--- src/core/run_ctrl_pkg.sv ---
package run_ctrl_pkg;

  // Timing of the evaluation step.
  localparam int CLK_PERIOD_NS = 25;
  localparam int CTRL_CYCLE_NS = 1000;
  localparam int CYCLE_CLKS =
    (CTRL_CYCLE_NS + CLK_PERIOD_NS - 1) / CLK_PERIOD_NS;
  localparam int CYCLE_CNT_W = 8;

  // Register bus.
  localparam int ADDR_W = 4;
  localparam int DATA_W = 32;
  localparam logic [ADDR_W-1:0] ADDR_CTRL = 4'h0;
  localparam logic [ADDR_W-1:0] ADDR_STATUS = 4'h4;
  localparam logic [ADDR_W-1:0] ADDR_AUX = 4'h8;

  // Control register field positions.
  localparam int CTRL_CYCLE_START = 0;
  localparam int CTRL_FORCED_END = 1;
  localparam int CTRL_PAUSE = 2;
  localparam int CTRL_AUTO_MODE = 3;
  localparam int CTRL_SINGLE_BLOCK = 4;
  localparam int CTRL_CODE_RESET = 5;
  localparam int CTRL_ERR_RESET = 6;
  localparam int CTRL_ORIGIN = 7;
  localparam int CTRL_JOG = 8;
  localparam int CTRL_W = 9;
  localparam logic [CTRL_W-1:0] CTRL_RESET = 9'h000;

  // Status register field positions.
  localparam int STAT_RUNNING = 0;
  localparam int STAT_PAUSED = 1;
  localparam int STAT_AUX_WAIT = 2;
  localparam int STAT_ERROR = 3;
  localparam int STAT_MANUAL = 4;
  localparam int STAT_BUSY = 5;
  localparam int STAT_JOG_OK = 6;
  localparam int STAT_DECEL = 7;
  localparam int STAT_W = 8;

  localparam int AUX_W = 8;
  localparam logic [AUX_W-1:0] AUX_RESET = 8'h00;

  // Host control bits, packed in control register order.
  typedef struct packed {
    logic jog;
    logic origin;
    logic err_reset;
    logic code_reset;
    logic single_block;
    logic auto_mode;
    logic pause;
    logic forced_end;
    logic cycle_start;
  } ctrl_bits_t;

  // Kinds of block that the program sequencer presents.
  typedef enum logic [2:0] {
    BLK_MOTION,
    BLK_AUX_CODE,
    BLK_OPTIONAL_SKIP_FUNCTION,
    BLK_OPTIONAL_PROGRAM_STOP_FUNCTION,
    BLK_OPTIONAL_END_FUNCTION,
    BLK_WAITING_COMMAND,
    BLK_PROGRAM_END
  } blk_kind_t;

  typedef struct packed {
    logic valid;
    blk_kind_t kind;
    logic [AUX_W-1:0] code;
  } blk_in_t;

  typedef enum logic [2:0] {
    ST_IDLE,
    ST_FETCH,
    ST_RUN,
    ST_AUX_WAIT,
    ST_PAUSED,
    ST_DECEL,
    ST_MANUAL,
    ST_ORIGIN
  } run_state_t;

endpackage

--- src/core/ctrl_sampler.sv ---
`timescale 1ns/1ps
module ctrl_sampler (
  input wire logic clk,
  input wire logic rstn,
  input wire logic tick,
  input run_ctrl_pkg::ctrl_bits_t bits,
  output run_ctrl_pkg::ctrl_bits_t now,
  output run_ctrl_pkg::ctrl_bits_t rise,
  output run_ctrl_pkg::ctrl_bits_t fall,
  output logic eval
);
  import run_ctrl_pkg::*;

  ctrl_bits_t cur_r;
  ctrl_bits_t prv_r;
  logic eval_r;

  // The previous sample is kept so that edges last one evaluation only.
  always_ff @(posedge clk or negedge rstn) begin
    if (!rstn) begin
      cur_r <= ctrl_bits_t'(CTRL_RESET);
      prv_r <= ctrl_bits_t'(CTRL_RESET);
    end else if (tick) begin
      prv_r <= cur_r;
      cur_r <= bits;
    end
  end

  always_ff @(posedge clk or negedge rstn) begin
    if (!rstn) begin
      eval_r <= 1'b0;
    end else begin
      eval_r <= tick;
    end
  end

  assign now = cur_r;
  assign rise = ctrl_bits_t'(cur_r & ~prv_r);
  assign fall = ctrl_bits_t'(~cur_r & prv_r);
  assign eval = eval_r;
endmodule

--- src/core/run_ctrl.sv ---
`timescale 1ns/1ps
module run_ctrl #(
  parameter int CYCLE_LEN = run_ctrl_pkg::CYCLE_CLKS
) (
  input wire logic clk,
  input wire logic rstn,
  input wire logic [run_ctrl_pkg::ADDR_W-1:0] addr,
  input wire logic [run_ctrl_pkg::DATA_W-1:0] wdata,
  input wire logic wr,
  input wire logic rd,
  output logic [run_ctrl_pkg::DATA_W-1:0] rdata,
  input wire logic opt_in,
  input run_ctrl_pkg::blk_in_t blk,
  input wire logic blk_done,
  input wire logic axes_at_rest,
  input wire logic origin_done,
  input wire logic task_fault,
  output logic blk_take,
  output logic blk_go,
  output logic blk_abort,
  output logic axis_stop,
  output logic [run_ctrl_pkg::AUX_W-1:0] aux_code,
  output logic aux_valid,
  output logic busy,
  output logic manual_flag,
  output logic jog_enable,
  output logic running
);
  import run_ctrl_pkg::*;

  localparam logic [CYCLE_CNT_W-1:0] CYC_LAST =
    CYCLE_CNT_W'(CYCLE_LEN - 1);

  logic [CYCLE_CNT_W-1:0] cnt_r;
  logic tick_r;
  logic [CTRL_W-1:0] ctrl_r;
  logic [DATA_W-1:0] rdata_r;
  logic opt_s1_r, opt_s2_r, opt_s3_r, opt_r;
  ctrl_bits_t cur, ed_rise, ed_fall;
  logic eval;
  run_state_t state_r, state_nxt, ret_r, ret_nxt;
  logic err_r, skip_r, end_r, pend_r;
  logic [AUX_W-1:0] aux_r;
  logic aux_valid_r, busy_r, manual_r, jog_r, running_r;
  logic take_r, go_r, abort_r, stop_r;
  logic take_nxt, go_nxt, abort_nxt, stop_nxt;
  logic aux_load, aux_clear, skip_set, skip_clr, end_set, end_clr;
  logic pend_set, pend_clr, busy_set, busy_clr;
  logic start_ok, resume_ok;

  // Free-running divider that marks one evaluation per control cycle.
  always_ff @(posedge clk or negedge rstn) begin
    if (!rstn) begin
      cnt_r <= '0;
      tick_r <= 1'b0;
    end else if (cnt_r == CYC_LAST) begin
      cnt_r <= '0;
      tick_r <= 1'b1;
    end else begin
      cnt_r <= cnt_r + 1'b1;
      tick_r <= 1'b0;
    end
  end

  // The optional input is a pin; a change counts when stages two and
  // three agree, which also filters a one-clock glitch.
  always_ff @(posedge clk or negedge rstn) begin
    if (!rstn) begin
      opt_s1_r <= 1'b0;
      opt_s2_r <= 1'b0;
      opt_s3_r <= 1'b0;
      opt_r <= 1'b0;
    end else begin
      opt_s1_r <= opt_in;
      opt_s2_r <= opt_s1_r;
      opt_s3_r <= opt_s2_r;
      if (opt_s2_r == opt_s3_r) begin
        opt_r <= opt_s3_r;
      end
    end
  end

  always_ff @(posedge clk or negedge rstn) begin
    if (!rstn) begin
      ctrl_r <= CTRL_RESET;
    end else if (wr && addr == ADDR_CTRL) begin
      ctrl_r <= wdata[CTRL_W-1:0];
    end
  end

  function automatic logic [DATA_W-1:0] read_word(
    input logic [ADDR_W-1:0] a
  );
    logic [STAT_W-1:0] st;
    st = '0;
    st[STAT_RUNNING] = running_r;
    st[STAT_PAUSED] = (state_r == ST_PAUSED);
    st[STAT_AUX_WAIT] = (state_r == ST_AUX_WAIT);
    st[STAT_ERROR] = err_r;
    st[STAT_MANUAL] = manual_r;
    st[STAT_BUSY] = busy_r;
    st[STAT_JOG_OK] = jog_r;
    st[STAT_DECEL] = (state_r == ST_DECEL);
    if (a == ADDR_CTRL) begin
      read_word = {{(DATA_W-CTRL_W){1'b0}}, ctrl_r};
    end else if (a == ADDR_STATUS) begin
      read_word = {{(DATA_W-STAT_W){1'b0}}, st};
    end else if (a == ADDR_AUX) begin
      read_word = {{(DATA_W-AUX_W){1'b0}}, aux_r};
    end else begin
      read_word = '0;
    end
  endfunction

  always_ff @(posedge clk or negedge rstn) begin
    if (!rstn) begin
      rdata_r <= '0;
    end else if (rd) begin
      rdata_r <= read_word(addr);
    end else begin
      rdata_r <= '0;
    end
  end

  ctrl_sampler u_sampler (
    .clk(clk),
    .rstn(rstn),
    .tick(tick_r),
    .bits(ctrl_bits_t'(ctrl_r)),
    .now(cur),
    .rise(ed_rise),
    .fall(ed_fall),
    .eval(eval)
  );

  // A start is only an edge, so a start held through a blocked attempt
  // must be dropped and raised again by the host.
  always_comb begin
    start_ok = ed_rise.cycle_start && !cur.forced_end && !cur.pause &&
               (!err_r || ed_rise.err_reset);
    resume_ok = ed_rise.cycle_start && !cur.pause &&
                (!err_r || ed_rise.err_reset);
  end

  always_comb begin
    state_nxt = state_r;
    ret_nxt = ret_r;
    take_nxt = 1'b0;
    go_nxt = 1'b0;
    abort_nxt = 1'b0;
    stop_nxt = 1'b0;
    aux_load = 1'b0;
    aux_clear = 1'b0;
    skip_set = 1'b0;
    skip_clr = 1'b0;
    end_set = 1'b0;
    end_clr = 1'b0;
    pend_set = 1'b0;
    pend_clr = 1'b0;
    busy_set = 1'b0;
    busy_clr = 1'b0;
    if (eval) begin
      unique case (state_r)
        ST_IDLE: begin
          if (!cur.auto_mode) begin
            state_nxt = ST_MANUAL;
          end else if (start_ok) begin
            state_nxt = ST_FETCH;
          end
        end
        ST_FETCH: begin
          // Every way from a run to manual goes through deceleration, so the
          // manual flag never rises from a run ahead of the axes.
          if (!cur.auto_mode) begin
            stop_nxt = 1'b1;
            state_nxt = ST_DECEL;
          end else if (ed_fall.cycle_start) begin
            state_nxt = ST_IDLE;
          end else if (cur.forced_end || err_r) begin
            abort_nxt = 1'b1;
            aux_clear = 1'b1;
            state_nxt = ST_IDLE;
          end else if (cur.pause) begin
            ret_nxt = ST_FETCH;
            state_nxt = ST_PAUSED;
          end else if (blk.valid) begin
            take_nxt = 1'b1;
            if (skip_r) begin
              skip_clr = 1'b1;
            end else begin
              unique case (blk.kind)
                BLK_MOTION, BLK_WAITING_COMMAND: begin
                  go_nxt = 1'b1;
                  state_nxt = ST_RUN;
                end
                BLK_AUX_CODE: begin
                  if (!cur.code_reset) begin
                    aux_load = 1'b1;
                    state_nxt = ST_AUX_WAIT;
                  end
                end
                BLK_OPTIONAL_SKIP_FUNCTION: begin
                  skip_set = opt_r;
                end
                BLK_OPTIONAL_PROGRAM_STOP_FUNCTION: begin
                  if (opt_r) begin
                    state_nxt = ST_IDLE;
                  end
                end
                BLK_OPTIONAL_END_FUNCTION: begin
                  end_set = 1'b1;
                end
                BLK_PROGRAM_END: begin
                  state_nxt = ST_IDLE;
                end
                default: begin
                  state_nxt = ST_IDLE;
                end
              endcase
            end
          end
        end
        ST_RUN: begin
          if (!cur.auto_mode) begin
            stop_nxt = 1'b1;
            pend_clr = 1'b1;
            state_nxt = ST_DECEL;
          end else if (blk_done && (pend_r || ed_fall.cycle_start)) begin
            pend_clr = 1'b1;
            end_clr = 1'b1;
            state_nxt = ST_IDLE;
          end else if (cur.forced_end || err_r) begin
            abort_nxt = 1'b1;
            aux_clear = 1'b1;
            pend_clr = 1'b1;
            end_clr = 1'b1;
            state_nxt = ST_IDLE;
          end else if (cur.pause) begin
            stop_nxt = 1'b1;
            ret_nxt = ST_RUN;
            state_nxt = ST_PAUSED;
          end else if (end_r && opt_r) begin
            abort_nxt = 1'b1;
            end_clr = 1'b1;
            state_nxt = ST_FETCH;
          end else if (blk_done) begin
            end_clr = 1'b1;
            state_nxt = cur.single_block ? ST_IDLE : ST_FETCH;
          end else if (ed_fall.cycle_start) begin
            pend_set = 1'b1;
          end
        end
        ST_AUX_WAIT: begin
          if (!cur.auto_mode) begin
            stop_nxt = 1'b1;
            state_nxt = ST_DECEL;
          end else if (cur.forced_end) begin
            abort_nxt = 1'b1;
            aux_clear = 1'b1;
            end_clr = 1'b1;
            state_nxt = ST_IDLE;
          end else if (cur.pause) begin
            ret_nxt = ST_AUX_WAIT;
            state_nxt = ST_PAUSED;
          end else if (end_r && opt_r) begin
            aux_clear = 1'b1;
            end_clr = 1'b1;
            state_nxt = ST_FETCH;
          end else if (ed_fall.code_reset) begin
            aux_clear = 1'b1;
            end_clr = 1'b1;
            if (cur.cycle_start && !cur.single_block) begin
              state_nxt = ST_FETCH;
            end else begin
              state_nxt = ST_IDLE;
            end
          end
        end
        ST_PAUSED: begin
          if (!cur.auto_mode) begin
            stop_nxt = 1'b1;
            state_nxt = ST_DECEL;
          end else if (resume_ok) begin
            go_nxt = (ret_r == ST_RUN);
            state_nxt = ret_r;
          end
        end
        ST_DECEL: begin
          if (axes_at_rest) begin
            state_nxt = ST_MANUAL;
          end
        end
        ST_MANUAL: begin
          if (cur.auto_mode) begin
            state_nxt = ST_IDLE;
          end else if (ed_rise.origin) begin
            busy_set = 1'b1;
            state_nxt = ST_ORIGIN;
          end
        end
        ST_ORIGIN: begin
          if (cur.auto_mode) begin
            stop_nxt = 1'b1;
            busy_clr = 1'b1;
            state_nxt = ST_IDLE;
          end else if (origin_done) begin
            busy_clr = 1'b1;
            state_nxt = ST_MANUAL;
          end
        end
      endcase
    end
  end

  always_ff @(posedge clk or negedge rstn) begin
    if (!rstn) begin
      state_r <= ST_IDLE;
      ret_r <= ST_FETCH;
    end else begin
      state_r <= state_nxt;
      ret_r <= ret_nxt;
    end
  end

  always_ff @(posedge clk or negedge rstn) begin
    if (!rstn) begin
      take_r <= 1'b0;
      go_r <= 1'b0;
      abort_r <= 1'b0;
      stop_r <= 1'b0;
    end else begin
      take_r <= take_nxt;
      go_r <= go_nxt;
      abort_r <= abort_nxt;
      stop_r <= stop_nxt;
    end
  end

  // The code is never touched by a mode change, only by its own handshake,
  // a forced end, an error in fetch or run, or an optional end cancel.
  always_ff @(posedge clk or negedge rstn) begin
    if (!rstn) begin
      aux_r <= AUX_RESET;
      aux_valid_r <= 1'b0;
    end else if (aux_load) begin
      aux_r <= blk.code;
      aux_valid_r <= 1'b1;
    end else if (aux_clear) begin
      aux_r <= AUX_RESET;
      aux_valid_r <= 1'b0;
    end
  end

  // A fault in the same cycle as the reset edge stays flagged.
  always_ff @(posedge clk or negedge rstn) begin
    if (!rstn) begin
      err_r <= 1'b0;
    end else if (task_fault) begin
      err_r <= 1'b1;
    end else if (eval && ed_rise.err_reset) begin
      err_r <= 1'b0;
    end
  end

  always_ff @(posedge clk or negedge rstn) begin
    if (!rstn) begin
      skip_r <= 1'b0;
      end_r <= 1'b0;
      pend_r <= 1'b0;
    end else begin
      if (skip_set) begin
        skip_r <= 1'b1;
      end else if (skip_clr || state_nxt == ST_IDLE) begin
        skip_r <= 1'b0;
      end
      if (end_set) begin
        end_r <= 1'b1;
      end else if (end_clr) begin
        end_r <= 1'b0;
      end
      if (pend_set) begin
        pend_r <= 1'b1;
      end else if (pend_clr) begin
        pend_r <= 1'b0;
      end
    end
  end

  always_ff @(posedge clk or negedge rstn) begin
    if (!rstn) begin
      busy_r <= 1'b0;
    end else if (busy_set) begin
      busy_r <= 1'b1;
    end else if (busy_clr) begin
      busy_r <= 1'b0;
    end
  end

  // Jog is refused while the axes still decelerate.
  always_ff @(posedge clk or negedge rstn) begin
    if (!rstn) begin
      manual_r <= 1'b0;
      jog_r <= 1'b0;
      running_r <= 1'b0;
    end else begin
      manual_r <= (state_nxt == ST_MANUAL);
      jog_r <= (state_nxt == ST_MANUAL) && cur.jog;
      running_r <= (state_nxt == ST_FETCH) || (state_nxt == ST_RUN) ||
                   (state_nxt == ST_AUX_WAIT);
    end
  end

  assign rdata = rdata_r;
  assign blk_take = take_r;
  assign blk_go = go_r;
  assign blk_abort = abort_r;
  assign axis_stop = stop_r;
  assign aux_code = aux_r;
  assign aux_valid = aux_valid_r;
  assign busy = busy_r;
  assign manual_flag = manual_r;
  assign jog_enable = jog_r;
  assign running = running_r;
endmodule

--- config.mk ---
export PLATFORM = sky130hd
export DESIGN_NAME = run_ctrl
export DESIGN_NICKNAME = d
export VERILOG_FILES = /design/src/core/run_ctrl_pkg.sv /design/src/core/ctrl_sampler.sv /design/src/core/run_ctrl.sv
export SDC_FILE = /design/constraint.sdc
export NUM_CORES = 1
export LEC_CHECK = 0
export ABC_AREA = 0
export BUFFER_PORTS_ARGS = -buffer_cell sky130_fd_sc_hd__buf_4
export CAP_MARGIN = 30
export CORE_AREA = 2 2 114 116
export CTS_CLUSTER_DIAMETER = 30
export DETAILED_ROUTE_END_ITERATION = 12
export DIE_AREA = 0 0 116 118
export PLACE_DENSITY = 0.48
export SLEW_MARGIN = 10
export SYNTH_ARGS = -nofsm -noshare
export SYNTH_HDL_FRONTEND = slang
export SYNTH_SLANG_ARGS = --single-unit
--- constraint.sdc ---
create_clock -name clk -period 4.37 [get_ports clk]
set_input_delay 0.2185 -clock clk [delete_from_list [all_inputs] [get_ports clk]]
set_output_delay 0.2185 -clock clk [all_outputs]
set_load 0.05 [all_outputs]
==> results <==
- The run finished with clean final reports.
- The TritonCTS sink count is 71.
- The number of endpoints with negative hold slack in the final report came to 0.
- The worst-case IR drop observed on VDD is 0.202 mV.
- The area of combinational cells with multiple inputs is 0.00169 mm².
- Power spread over the standard cell area amounts to 428 mW/mm².
- Together, buffers and inverters on the worst path number 0.
- The cell class contributing the biggest share of worst-path delay is simple AND/OR/NAND/NOR gates.
- The reg-to-reg critical path startpoint is state_r[0].
- The maximum count of clock buffers along a single path is 2.
- The count of unique library cells instantiated by Yosys is 63.
- The routability congestion estimate is 0.896.
- The flop and latch count out of synthesis is 71.
- The total routed wirelength is 9.54 mm.
- Static timing analysis puts the maximum clock frequency at 382 MHz.
- The floorplan step defined a die boundary enclosing 0.0137 mm².
- The maximum number of pins on one net before global-route repair is 72.
- Once detail routing completed, the nets flagged for antenna violations numbered 0.
- In the synthesized netlist, the number of instances is 356.
- In the final routed layout, each cell accounts on average for 16.1 µm.
- Counting cells, the worst reg-to-reg path comes to 5.
- The first detailed-routing pass ran for 5 iterations.
- The kind of end point of the critical path is a register.
- The number of levels in the clock H-tree is 3.
- For the worst setup path, the data required time is 4590 ps.
- The biggest fanout along the worst timing path is 28.
- The number of buffers added by the clock tree synthesis step is 9.
- Counting I/O delays and the setup requirement, the final critical path takes 2620 ps.
- The HPWL reported at the end of detailed placement is 6.85 mm.
- The total negative slack is 0 ps.
- The CTS tree is done.
- The logic depth of the worst setup path including buffers is 5.
- The type of the setup path with the least slack is register to register.
- The total via count after detailed routing is 2881.
- In the layout the commonest cells are 70 x dfrtp_1, 59 x buf_4, 28 x nand2_1, 25 x nor2_1.
- After clock tree synthesis, the clock-pin slew on the worst setup and hold paths is 60 ps.
- The number of warnings reported in the yosys synthesis log is 0.
- Setup violations remaining at the end of the flow were counted as 0.
- The number of global-route vias before repair is 2923.
- The critical path goes through and3_1 > nand3_2 > nor4_4 > a21oi_2 > a22o_1.
- For the final database, setup skew stands at 7.31 ps.
- The source of the critical timing path is state_r[0].
- The end of the worst register-to-register path is aux_code[2].
- At the pin with the least slew margin, the transition time is 845 ps.
- The initial DRC count is 153.
- The end of the critical path is aux_code[2].
- The cell sitting at the root of the clock tree is a clkbuf_16.
- Max-cap violations in this run came to 0.
- Summing internal, switching and leakage power gives 0.00193 W.
- In the synthesized netlist the dominant register cell turns out to be dfrtp_1.
- The tightest hold margin is 66.4 ps.
- Using the TritonRoute via totals, the vias-per-cell ratio works out to 4.87.
- The number of flops mapped to enable cells by yosys is 0.
- For this configuration, the core starts out at a cell density of 29.6%.
- The share of synthesized flip-flops with an asynchronous set or reset is 100%.
- The number of antenna diodes in the final layout is 0.
- The region available for standard cell placement spans 0.0124 mm².
- The reported leakage power is 2.00 nW.
- The layout net count is 473.
- The site row count is 41.
- The number of antenna violations at the first check in global routing is 0.
- The reg2reg setup slack is 1750 ps.
- Measured against its own limit, the worst slew margin works out to 43.7%.
- Setup repair after global routing left no endpoint under its margin.
- Buffers placed on the I/O ports in this run total 59.
- The global route total overflow is 0.
- The number of primary I/O pins is 106.
- The post-cts gate resize count is 0.
- The cell area that synthesis handed to floorplanning was 0.00367 mm².
- Of the cells placed in the final design, the portion with a size suffix greater than 1 is 27.9%.
- The total count of max-transition violations in the final report was 0.
- The average cell area after synthesis is 10.3 µm².
- The first global-routing pass estimated 15.7 mm of wire.
- Measured along the x axis, the die boundary spans 116 µm.
- The library cell used most frequently in the layout, excluding fill and tap cells, is dfrtp_1.
- For this run, design rule violations remaining after detail routing come to 0.
- In this run the worst hold path is classified as primary input to register.
- The data arrival time of the worst path is 2840 ps.
- The footprint of the flip-flops and latches is 0.00178 mm².
- After filler insertion, the fill cell instance count of the layout stands at 1271.
- The area growth from synthesis to layout is 22.8%.
- The category of the worst setup path launch point is a register.
- The die is 118 µm tall.
- The source-to-sink clock delay at the later pin of the worst-skew pair is 330 ps.
- The highest-delay cell along the critical path is dfrtp_1.
- The share of the Yosys chip area taken by registers is 48.4%.
- Dividing the final minimum period by the clock period gives 59.9%.
- Global routing used 14.8% of the available tracks across all layers.
- The worst stage delay on the critical path is 890 ps.
==> worst min-delay path by stage <==
stage / start / to / slack [ps] / cells after the start
CTS: task_fault / err_r / 50 / 2
finish: task_fault / err_r / 70 / 2
floorplan: rstn / aux_code[0] / -80 / 0
global route: task_fault / err_r / 60 / 2
detailed placement: opt_in / opt_s1_r / 330 / 1
global placement: opt_in / opt_s1_r / 330 / 1
==> logic make-up (layout without fill, tap and decap cells) <==
logic type,after synthesis,after routing,share of synthesized area [%]
mux,24,24,7.32
buf+inv,46,88,7.80
xor+xnor,6,6,1.43
flops,71,71,48.4
simple gates,121,121,18.4
other cells,1,23,0.102
fa+ha+maj,2,2,0.613
compound gates,85,85,16.0
==> flip-flops by register name, indices dropped and copies added (netlist names), 2 cells and up <==
name,cells
ctrl_r,9
u_sampler.now,9
state_r,3
cnt_r,8
u_sampler.prv_r,4
aux_code,8
ret_r,2
rdata,9
==> power breakdown <==
| part | switching, W | leakage (nW) | total (W) | internal, W |
|---|---|---|---|---|
| clock network | 0.000282 | 0.146 | 0.000739 | 0.000458 |
| logic | 0.000221 | 0.936 | 0.000366 | 0.000146 |
| registers | 0.000109 | 0.916 | 0.000826 | 0.000716 |
==> metal layers <==
metal / vias up / wire length [µm] / part of all wire [%] / global-route usage [%]
li1: 1363 / - / - / -
met1: 1436 / 4300 / 45 / 20.1
met2: 74 / 4730 / 50 / 23.0
met3: 8 / 386 / 4.0 / 3.45
met4: 0 / 116 / 1.2 / 5.36
met5: - / 0 / 0 / 0
==> layout make-up <==
type	instances	share of cell area, %
clock inverters	5	1.25
clock buffers	11	5.38
flip-flops and latches	71	39.4
well taps	172	4.77
inverters	10	0.832
repair buffers	62	10.9
multi-input cells	261	37.5
==> Yosys cell counts (4+ instances only) <==
| master | instances | area [µm²] |
|---|---|---|
| a21o_1 | 4 | 30.0 |
| inv_1 | 10 | 37.5 |
| nor3_1 | 9 | 45.0 |
| nand4_1 | 5 | 31.3 |
| dfrtp_1 | 70 | 1750 |
| buf_2 | 7 | 35.0 |
| a31oi_1 | 4 | 25.0 |
| nand2b_1 | 9 | 56.3 |
| nand3b_1 | 4 | 30.0 |
| o21ai_0 | 22 | 110 |
| nor2_1 | 25 | 93.8 |
| nand3_1 | 12 | 60.1 |
| nor2b_1 | 6 | 37.5 |
| a22o_1 | 8 | 70.1 |
| buf_4 | 24 | 180 |
| a21oi_1 | 15 | 75.1 |
| mux2_2 | 23 | 259 |
| nand2_1 | 28 | 105 |
==> timing repair <==
item	4_1_cts	5_1_grt
setup endpoints to repair	0	0
hold buffers	1	1
buffers inserted	0	0
endpoints found under the hold margin	1	16
==> per-stage QoR <==
stage	util [%]	setup WS, ps	instances	cell area (µm²)
global route	36.4	1470	592	4510
floorplan	-	2490	378	3760
CTS	36.1	1730	590	4480
finish	36.4	1750	592	4510
global placement	33.6	1780	573	4170
detailed placement	33.6	1710	573	4170
(Power assumes the default switching activity.)
